==> config.mk <==
export PLATFORM = sky130hd
export DESIGN_NAME = frp_core
export DESIGN_NICKNAME = d
export VERILOG_FILES = /design/src/core/frp_pkg.sv /design/src/core/frp_core.sv
export VERILOG_INCLUDE_DIRS = /design/src /design/src/core
export SDC_FILE = /design/constraint.sdc
export NUM_CORES = 1
export LEC_CHECK = 0
export BUFFER_PORTS_ARGS = -buffer_cell sky130_fd_sc_hd__buf_2
export CAP_MARGIN = 20
export CORE_AREA = 2 2 106 108
export CTS_BUF_LIST = sky130_fd_sc_hd__clkbuf_4
export DETAILED_ROUTE_END_ITERATION = 8
export DIE_AREA = 0 0 108 110
export GPL_TIMING_DRIVEN = 1
export PLACE_DENSITY = 0.92
export SYNTH_ARGS = -nofsm -noshare
export SYNTH_HDL_FRONTEND = slang
export SYNTH_SLANG_ARGS = --single-unit
==> constraint.sdc <==
create_clock -name sys_clk -period 2.9 [get_ports sys_clk]
set_clock_uncertainty 0.15 [all_clocks]
set_input_delay 0.87 -clock sys_clk [delete_from_list [all_inputs] [get_ports sys_clk]]
set_output_delay 0.87 -clock sys_clk [all_outputs]
set_load 0.02 [all_outputs]
==> src/core/frp_defs.svh <==
// Purpose: Offsets, field positions, reset values and fixed values.
// Assumes: Included by the package and the protection core.
// Notes:   Definitions only.
`ifndef FRP_DEFS_SVH
`define FRP_DEFS_SVH
`define FRP_OFF_CMD      8'h00
`define FRP_OFF_STAT     8'h04
`define FRP_OFF_STORE    8'h08
`define FRP_CMD_VAL_LSB  0
`define FRP_CMD_OP_LSB   16
`define FRP_STAT_ACTIVE  0
`define FRP_STAT_LOCK    1
`define FRP_STAT_REJ     2
`define FRP_STAT_PEND    3
`define FRP_RST_BLOCK    16'h0000
`define FRP_BLOCKED_BYTE 8'hff
`define FRP_BLK_SHIFT    11
`endif

==> src/core/frp_pkg.sv <==
// Purpose: Types shared by the read protection core.
// Assumes: Block numbers never exceed sixteen bits.
// Notes:   Timing-free block, so no time constants here.
`include "frp_defs.svh"
package frp_pkg;
    typedef logic [15:0] frp_blk_t;

    // Configuration commands, Gray ordered along the usual flow.
    typedef enum logic [1:0] {
        FRP_CMD_START = 2'h0,
        FRP_CMD_END   = 2'h1,
        FRP_CMD_LOCK  = 2'h3,
        FRP_CMD_REL   = 2'h2
    } frp_cmd_e;

    // One copy of the protection settings.
    typedef struct packed {
        frp_blk_t first;
        frp_blk_t last;
        logic     has_first;
        logic     has_last;
        logic     lock;
    } frp_cfg_s;

    // Whole state of the core.
    typedef struct packed {
        frp_cfg_s    store;
        frp_cfg_s    act;
        logic        pend;
        logic        rej;
        logic [2:0]  tgl_sync;
        logic [17:0] pd_s1;
        logic [17:0] pd_s2;
        logic        prog_ack;
        logic        prog_rej;
        logic        pready;
        logic        pslverr;
        logic [31:0] prdata;
        logic        rd_valid;
        logic [7:0]  rd_data;
    } frp_state_s;
endpackage

==> src/core/frp_core.sv <==
// Purpose: Flash read protection over a range of blocks, with settings
//          from an external programmer or from self-programming (APB).
// Assumes: Programmer pins are asynchronous; flash read port, blank and
//          prohibit flags come from logic on sys_clk.
// Notes:   Stored settings survive srst; only nvm_clr or a programmer release wipes them.
//
// Register access over APB and the register offsets were left to the implementer.
`timescale 1ns/10ps
`include "frp_defs.svh"

// Operation
// - Start, end and lock can be set both by the programmer pins and by self-programming over APB.
// - While locked, any change of the start block is refused.
// - While locked, any change of the end block is refused from either path.
// - Only the programmer path can release the lock; self-programming cannot.
// - A release returns the stored start and end blocks to their unprotected values.
// - A release is accepted only with erase and boot rewrite allowed and code and data flash blank.
// - The stored settings cannot be read back over any path.
// - A read inside the protected range returns FFH instead of flash data.
// - Debugger reads are blocked in the protected range as well.
// - New settings take effect only after a reset is asserted and released.
module frp_core
    import frp_pkg::*;
#(
    parameter int ADDR_W    = 20,
    parameter int BLK_SHIFT = `FRP_BLK_SHIFT
) (
    input  wire logic              sys_clk,
    input  wire logic              srst,
    input  wire logic              nvm_clr,
    input  wire logic              psel,
    input  wire logic              penable,
    input  wire logic              pwrite,
    input  wire logic [7:0]        paddr,
    input  wire logic [31:0]       pwdata,
    output logic                   pready,
    output logic [31:0]            prdata,
    output logic                   pslverr,
    input  wire logic              prog_req_tgl,
    input  wire logic [1:0]        prog_cmd,
    input  wire logic [15:0]       prog_value,
    output logic                   prog_ack_tgl,
    output logic                   prog_rejected,
    input  wire logic              erase_prohibit,
    input  wire logic              boot_prohibit,
    input  wire logic              code_blank,
    input  wire logic              data_blank,
    input  wire logic              rd_req,
    input  wire logic              rd_dbg,
    input  wire logic [ADDR_W-1:0] rd_addr,
    input  wire logic [7:0]        flash_data,
    output logic                   rd_valid,
    output logic [7:0]             rd_data,
    output logic                   prot_active
);
    // Block number must fit the sixteen-bit setting fields.
    if (ADDR_W - BLK_SHIFT > 16 || BLK_SHIFT < 1 || ADDR_W <= BLK_SHIFT) begin
        $error("frp_core: unsupported ADDR_W or BLK_SHIFT");
    end

    localparam frp_cfg_s CFG_RST = '{
        first: `FRP_RST_BLOCK, last: `FRP_RST_BLOCK,
        has_first: 1'b0, has_last: 1'b0, lock: 1'b0};

    frp_state_s st;
    frp_state_s next_st;
    logic       rel_ok;
    logic       prog_go;
    logic       sp_go;
    logic       prog_ok;
    logic       sp_ok;
    logic       do_rel;
    logic       in_range;
    logic       setup;
    frp_blk_t   rd_blk;
    frp_cfg_s   cfg_p;
    frp_cfg_s   cfg_s;
    frp_cmd_e   sp_cmd;

    // Apply one command to a settings copy and report whether it took.
    function automatic frp_cfg_s apply_cmd(
        input  frp_cfg_s c,
        input  frp_cmd_e cmd,
        input  frp_blk_t v,
        input  logic     from_prog,
        input  logic     rel_allowed,
        output logic     ok
    );
        frp_cfg_s n;
        n  = c;
        ok = 1'b1;
        unique case (cmd)
            FRP_CMD_START: begin
                if (c.lock) begin
                    ok = 1'b0;
                end else begin
                    n.first     = v;
                    n.has_first = 1'b1;
                end
            end
            FRP_CMD_END: begin
                if (c.lock) begin
                    ok = 1'b0;
                end else begin
                    n.last     = v;
                    n.has_last = 1'b1;
                end
            end
            FRP_CMD_LOCK: begin
                n.lock = 1'b1;
            end
            FRP_CMD_REL: begin
                // Self-programming can never unlock; a release wipes range.
                if (from_prog && c.lock && rel_allowed) begin
                    n = CFG_RST;
                end else begin
                    ok = 1'b0;
                end
            end
        endcase
        return n;
    endfunction

    // Release needs every flash guard open and both areas blank.
    assign rel_ok = !erase_prohibit && !boot_prohibit
                    && code_blank && data_blank;

    // Programmer request arrives as a toggle after two sync stages.
    assign prog_go = st.tgl_sync[1] ^ st.tgl_sync[2];
    assign setup   = psel && !penable;
    assign sp_go   = setup && pwrite && (paddr == `FRP_OFF_CMD);
    assign sp_cmd  = frp_cmd_e'(pwdata[`FRP_CMD_OP_LSB +: 2]);

    // Programmer first, then self-programming on its result.
    always_comb begin
        cfg_p = apply_cmd(st.store, frp_cmd_e'(st.pd_s2[17:16]),
                          st.pd_s2[15:0], 1'b1, rel_ok, prog_ok);
        if (!prog_go) begin
            cfg_p   = st.store;
            prog_ok = 1'b0;
        end
        cfg_s = apply_cmd(cfg_p, sp_cmd,
                          pwdata[`FRP_CMD_VAL_LSB +: 16], 1'b0, rel_ok,
                          sp_ok);
        if (!sp_go) begin
            cfg_s = cfg_p;
            sp_ok = 1'b0;
        end
    end

    assign do_rel = prog_go && prog_ok
                    && (frp_cmd_e'(st.pd_s2[17:16]) == FRP_CMD_REL);

    // Only a range given both ends is enforced, inclusive at both ends.
    assign rd_blk   = frp_blk_t'(rd_addr >> BLK_SHIFT);
    assign in_range = st.act.has_first && st.act.has_last
                      && (rd_blk >= st.act.first)
                      && (rd_blk <= st.act.last);

    // Next-state logic for the whole core.
    always_comb begin
        next_st          = st;
        next_st.tgl_sync = {st.tgl_sync[1:0], prog_req_tgl};
        next_st.pd_s1    = {prog_cmd, prog_value};
        next_st.pd_s2    = st.pd_s1;
        next_st.store    = cfg_s;
        // A stored change waits for the next reset to become active.
        if ((prog_go && prog_ok) || (sp_go && sp_ok)) begin
            next_st.pend = 1'b1;
        end
        if (prog_go) begin
            next_st.prog_ack = !st.prog_ack;
            next_st.prog_rej = !prog_ok;
        end
        // Write one to clear, but a refusal in the same cycle wins.
        if (setup && pwrite && paddr == `FRP_OFF_STAT
            && pwdata[`FRP_STAT_REJ]) begin
            next_st.rej = 1'b0;
        end
        if (sp_go && !sp_ok) begin
            next_st.rej = 1'b1;
        end
        // Zero-wait APB: answer in the first access cycle.
        next_st.pready  = setup;
        next_st.pslverr = 1'b0;
        next_st.prdata  = 32'h0000_0000;
        if (setup) begin
            unique case (paddr)
                `FRP_OFF_CMD: begin
                end
                `FRP_OFF_STAT: begin
                    if (!pwrite) begin
                        next_st.prdata[`FRP_STAT_ACTIVE] =
                            st.act.has_first && st.act.has_last;
                        next_st.prdata[`FRP_STAT_LOCK] = st.act.lock;
                        next_st.prdata[`FRP_STAT_REJ]  = st.rej;
                        next_st.prdata[`FRP_STAT_PEND] = st.pend;
                    end
                end
                `FRP_OFF_STORE: begin
                    // Extra area window: always zero, never the settings.
                    next_st.prdata = 32'h0000_0000;
                end
                default: begin
                    next_st.pslverr = 1'b1;
                end
            endcase
        end
        // Flash read path, debugger reads treated the same.
        next_st.rd_valid = rd_req;
        next_st.rd_data  = 8'h00;
        if (rd_req) begin
            next_st.rd_data = in_range ? `FRP_BLOCKED_BYTE
                                       : flash_data;
        end
        // Chip reset keeps the store and loads it into the active copy.
        if (srst) begin
            next_st          = '0;
            next_st.store    = st.store;
            next_st.act      = st.store;
            next_st.prog_ack = st.prog_ack;
            next_st.tgl_sync = {3{prog_req_tgl}};
        end
        // Blanking must not leave a stale sync value that fakes a toggle.
        if (nvm_clr) begin
            next_st          = '0;
            next_st.store    = CFG_RST;
            next_st.act      = CFG_RST;
            next_st.tgl_sync = {3{prog_req_tgl}};
        end
    end

    // Single state register.
    always_ff @(posedge sys_clk) begin
        st <= next_st;
    end

    // Outputs straight from flops, except prot_active, an AND of two active-copy flops.
    assign pready        = st.pready;
    assign prdata        = st.prdata;
    assign pslverr       = st.pslverr;
    assign prog_ack_tgl  = st.prog_ack;
    assign prog_rejected = st.prog_rej;
    assign rd_valid      = st.rd_valid;
    assign rd_data       = st.rd_data;
    assign prot_active   = st.act.has_first && st.act.has_last;
endmodule

==> impl_metrics.xml <==
<?xml version="1.0" encoding="UTF-8"?>
<metrics>
  <group name="clocking">
    <metric name="cts_buffers" unit="">17</metric>
    <metric name="clock_transition_at_the_registers_of_the_reported_paths" unit="ps">130</metric>
    <metric name="root_buffer" unit="">clkbuf_4</metric>
    <metric name="postCtsSetupBuffers" unit="">0</metric>
    <metric name="h-tree-depth" unit="">4</metric>
    <metric name="clock-sinks" unit="">128</metric>
    <metric name="post_cts.resized_instances" unit="">0</metric>
    <metric name="clock_insertion_delay_worst_skew" unit="ps">540</metric>
    <metric name="cts.path.max_buffers" unit="">2</metric>
    <metric name="holdBufCountCts" unit="">0</metric>
    <metric name="tritoncts" unit="">yes</metric>
  </group>
  <group name="global_routing">
    <metric name="grt_first_pass_wirelength" unit="microns">20900</metric>
    <metric name="grt_antenna_before_repair" unit="">0</metric>
    <metric name="gr-total-overflow" unit="">0</metric>
    <metric name="global_route.usage.total" unit="%">22.7</metric>
    <metric name="first_global_vias" unit="">4442</metric>
    <metric name="grt_start_max_net_pins" unit="">58</metric>
  </group>
  <group name="setup_path">
    <metric name="slowest_stage" unit="">dfxtp_1</metric>
    <metric name="critical_register_to_register_path_startpoint" unit="">st[121]</metric>
    <metric name="cp-start-kind" unit="">flop</metric>
    <metric name="timing.critical_path.slowest_cell_delay" unit="ps">350</metric>
    <metric name="critical_path.n_buffers_inverters" unit="">1</metric>
    <metric name="critPathMaxFanout" unit="">3</metric>
    <metric name="cpLargestDelayFamily" unit="">flip-flops</metric>
    <metric name="critical_path_required" unit="ps">1880</metric>
    <metric name="critical_path.endpoint_type" unit="">output pin</metric>
    <metric name="path_cells" unit="">and2_1, buf_2</metric>
    <metric name="cp-startpoint" unit="">st[88]</metric>
    <metric name="reg2reg_slack" unit="ps">670</metric>
    <metric name="critPathKind" unit="">reg -&gt; out</metric>
    <metric name="critPathArrivalTime" unit="ps">1350</metric>
  </group>
  <group name="logic_synthesis">
    <metric name="portion_of_the_post_synthesis_area_used_by_sequential_elements" unit="%">44.2</metric>
    <metric name="yosys.cell_types.count" unit="">53</metric>
    <metric name="syn-cell-area" unit="sq mm">0.00580</metric>
    <metric name="average_footprint_of_a_synthesized_cell" unit="sq um">9.54</metric>
    <metric name="synth_edf_count" unit="">0</metric>
    <metric name="post-synth-top-area-fraction" unit="%">44.2</metric>
    <metric name="synth_seq_cells" unit="">128</metric>
    <metric name="yosysTopAreaCell" unit="">dfxtp_1</metric>
    <metric name="async_reset_ff_share" unit="%">0</metric>
    <metric name="synthTopCellsByArea" unit="">dfxtp_1 44%, mux2i_1 5.9%, buf_4 5.3%, ha_1 5.0%, and2_1 4.4%</metric>
    <metric name="synthCells" unit="">608</metric>
    <metric name="synth_warnings" unit="">0</metric>
    <metric name="synth_top_flop_cell" unit="">dfxtp_1</metric>
  </group>
  <group name="timing">
    <metric name="timing.max_slew.rel_slack" unit="%">49.5</metric>
    <metric name="period_share" unit="%">81.7</metric>
    <metric name="setup-tns-final" unit="ps">0</metric>
    <metric name="report.final.slew_viol_count" unit="">0</metric>
    <metric name="layout_min_cycle_time" unit="ps">2370</metric>
    <metric name="unrepaired_setup_endpoints_after_global_routing" unit="">no</metric>
    <metric name="hold_ws" unit="ps">290</metric>
    <metric name="worst_slack" unit="ps">531</metric>
    <metric name="report.final.hold_viol_count" unit="">0</metric>
    <metric name="max_freq" unit="MHz">422</metric>
    <metric name="setup_viol" unit="">0</metric>
    <metric name="worst-slew-pin-transition" unit="ps">757</metric>
  </group>
  <group name="power_and_ir_drop">
    <metric name="powerDensity" unit="mW/mm^2">520</metric>
    <metric name="power_switching" unit="mW">0.939</metric>
    <metric name="combPwrFrac" unit="%">9.4</metric>
    <metric name="power.ir.vdd_worst" unit="V">0.000410</metric>
    <metric name="sw_share" unit="%">27.9</metric>
    <metric name="p_int" unit="mW">2.43</metric>
    <metric name="clock_power_share" unit="%">37.2</metric>
    <metric name="cellLeakagePower" unit="nW">2.82</metric>
    <metric name="seqPwrFrac" unit="%">53.4</metric>
  </group>
  <group name="finish">
    <metric name="share_of_post_route_cells_with_drive_strength_above_1" unit="%">24.0</metric>
    <metric name="nets" unit="">804</metric>
    <metric name="layout-area-overhead-vs-synth" unit="%">11.8</metric>
    <metric name="nFillCells" unit="">856</metric>
  </group>
  <group name="drt">
    <metric name="drt_drc_violations_left" unit="">0</metric>
    <metric name="final_antenna_net_count" unit="">0</metric>
    <metric name="via_count" unit="">4650</metric>
    <metric name="vias_cell" unit="">5.56</metric>
    <metric name="drt_wl_total" unit="microns">13100</metric>
    <metric name="dr.first_iter.drc_count" unit="">448</metric>
    <metric name="wire_per_inst" unit="microns">15.7</metric>
    <metric name="drt_first_pass_iters" unit="">5</metric>
  </group>
  <group name="placed_design">
    <metric name="post-dp-hpwl" unit="microns">9240</metric>
    <metric name="finalWeightedCongestion" unit="">0.871</metric>
    <metric name="portBuffers" unit="">90</metric>
    <metric name="dpl_worst_slack" unit="ps">115</metric>
  </group>
  <group name="die">
    <metric name="die_area" unit="sq mm">0.0119</metric>
    <metric name="core_area" unit="sq mm">0.0107</metric>
    <metric name="chipHeight" unit="microns">110</metric>
    <metric name="start_util" unit="%">54.2</metric>
    <metric name="die_x" unit="microns">108</metric>
    <metric name="pin_count" unit="">145</metric>
    <metric name="core.rowCount" unit="">38</metric>
  </group>
  <group name="worst_hold_path">
    <metric name="hold_path.class" unit="">reg -&gt; reg</metric>
    <metric name="worstHoldStart" unit="">st[74]</metric>
  </group>
  <group name="job">
    <metric name="max_cap_violations" unit="">0</metric>
  </group>
  <group name="outcome">
    <metric name="run_status" unit="">finished, final reports clean</metric>
  </group>
</metrics>
## cell usage in the layout (no fill, tap or decap), types with 5 or more instances in the layout
cell      Yosys  routed
dfxtp_1     128     128
o211ai_1     16      16
mux2i_1      34      34
buf_2         9      90
clkbuf_4      0      17
a221oi_2     11      11
nand3_1      19      19
a21oi_1      10      10
inv_6         0       7
conb_1        1      28
a22o_1       16      16
nand2_1      63      63
nor3_1        5       5
nor2_1       53      52
inv_1        26      26
o21ai_0       7       7
ha_1         23      23
a21o_1       11      11
o31ai_2       9       9
buf_4        41      12
and2_1       41      41
a221oi_1      7       7
o31ai_1       7       7
## layout make-up
class	instances	area (sq um)	area share [%]
Sequential cell	128	2560	39.5
Timing Repair Buffer	104	576	8.88
Clock inverter	15	170	2.62
Multi-Input combinational cell	405	2770	42.8
Antenna cell	1	2.50	0.0386
Clock buffer	17	128	1.97
Tap cell	140	175	2.70
Inverter	26	97.6	1.51
## worst register-to-register path, stage by stage (launching register included)
cell and delay [ps]:
dfxtp_1 570, inv_1 100, or2_2 320, a221o_1 300
buf_4 220, a221oi_1 320, o31ai_1 130
## layer usage
| layer | global-route usage, % | up-vias | part of all wire (%) |
|---|---|---|---|
| li1 | - | 2205 | - |
| met1 | 26.1 | 2161 | 41 |
| met2 | 38.7 | 245 | 47 |
| met3 | 8.70 | 39 | 9.6 |
| met4 | 8.15 | 0 | 2.6 |
| met5 | 0 | - | 0 |
## flip-flops by register name, indices dropped and copies added (netlist names)
register,flops
prdata,4
pready,1
prog_ack_tgl,1
prog_rejected,1
pslverr,1
rd_data,8
rd_valid,1
st,111
## metrics by stage
step	total power, mW	instance area (sq um)	std cells	util, %
2_1_floorplan	2.06	5900	635	-
6_report	3.37	6480	836	60.6
4_1_cts	3.38	6480	835	60.6
5_1_grt	3.50	6480	835	60.6
3_5_place_dp	2.15	6180	803	57.8
3_3_place_gp	2.13	6170	802	57.7
## synth_stat cells, types with 3 or more instances
master     instances
a211oi_1           3
a21o_1            11
a21oi_1           10
a221oi_1           7
a221oi_2          11
a22o_1            16
and2_1            41
buf_1              3
buf_2              9
buf_4             41
buf_6              3
clkbuf_1          20
dfxtp_1          128
ha_1              23
inv_1             26
mux2i_1           34
nand2_1           63
nand3_1           19
nand4_1            3
nor2_1            53
nor3_1             5
nor4_1             4
o2111ai_1          3
o211ai_1          16
o21ai_0            7
o31ai_1            7
o31ai_2            9
or3_1              3
## power by group through the flow
| stage | Combinational [mW] | Clock [mW] | Sequential [mW] |
|---|---|---|---|
| after global placement | 0.295 | 0 | 1.84 |
| after global routing | 0.342 | 1.36 | 1.80 |
| final | 0.316 | 1.26 | 1.80 |
| after floorplan | 0.223 | 0 | 1.84 |
| after CTS | 0.311 | 1.27 | 1.80 |
| after detailed placement | 0.311 | 0 | 1.84 |
## cell families (layout without fill, tap and decap cells)
family	count (synthesis)	count (layout)	synth area share (%)
XOR/XNOR	2	2	0.432
adder cells (fa/ha/maj)	23	23	4.96
multiplexers	34	34	5.87
AO/OA/AOI/OAI	111	111	16.7
buffers and inverters	102	162	9.84
other	1	29	0.0647
flip-flops	128	128	44.2
AND/OR/NAND/NOR	207	207	18.0
## worst paths after layout
kind	end	cells past startpoint
worst max-delay path	prot_active	2
worst min-delay path	st[56]	1
worst max register to register	st[124]	6
worst min register to register	st[56]	1
No activity file was read; power rests on OpenSTA's default activity.
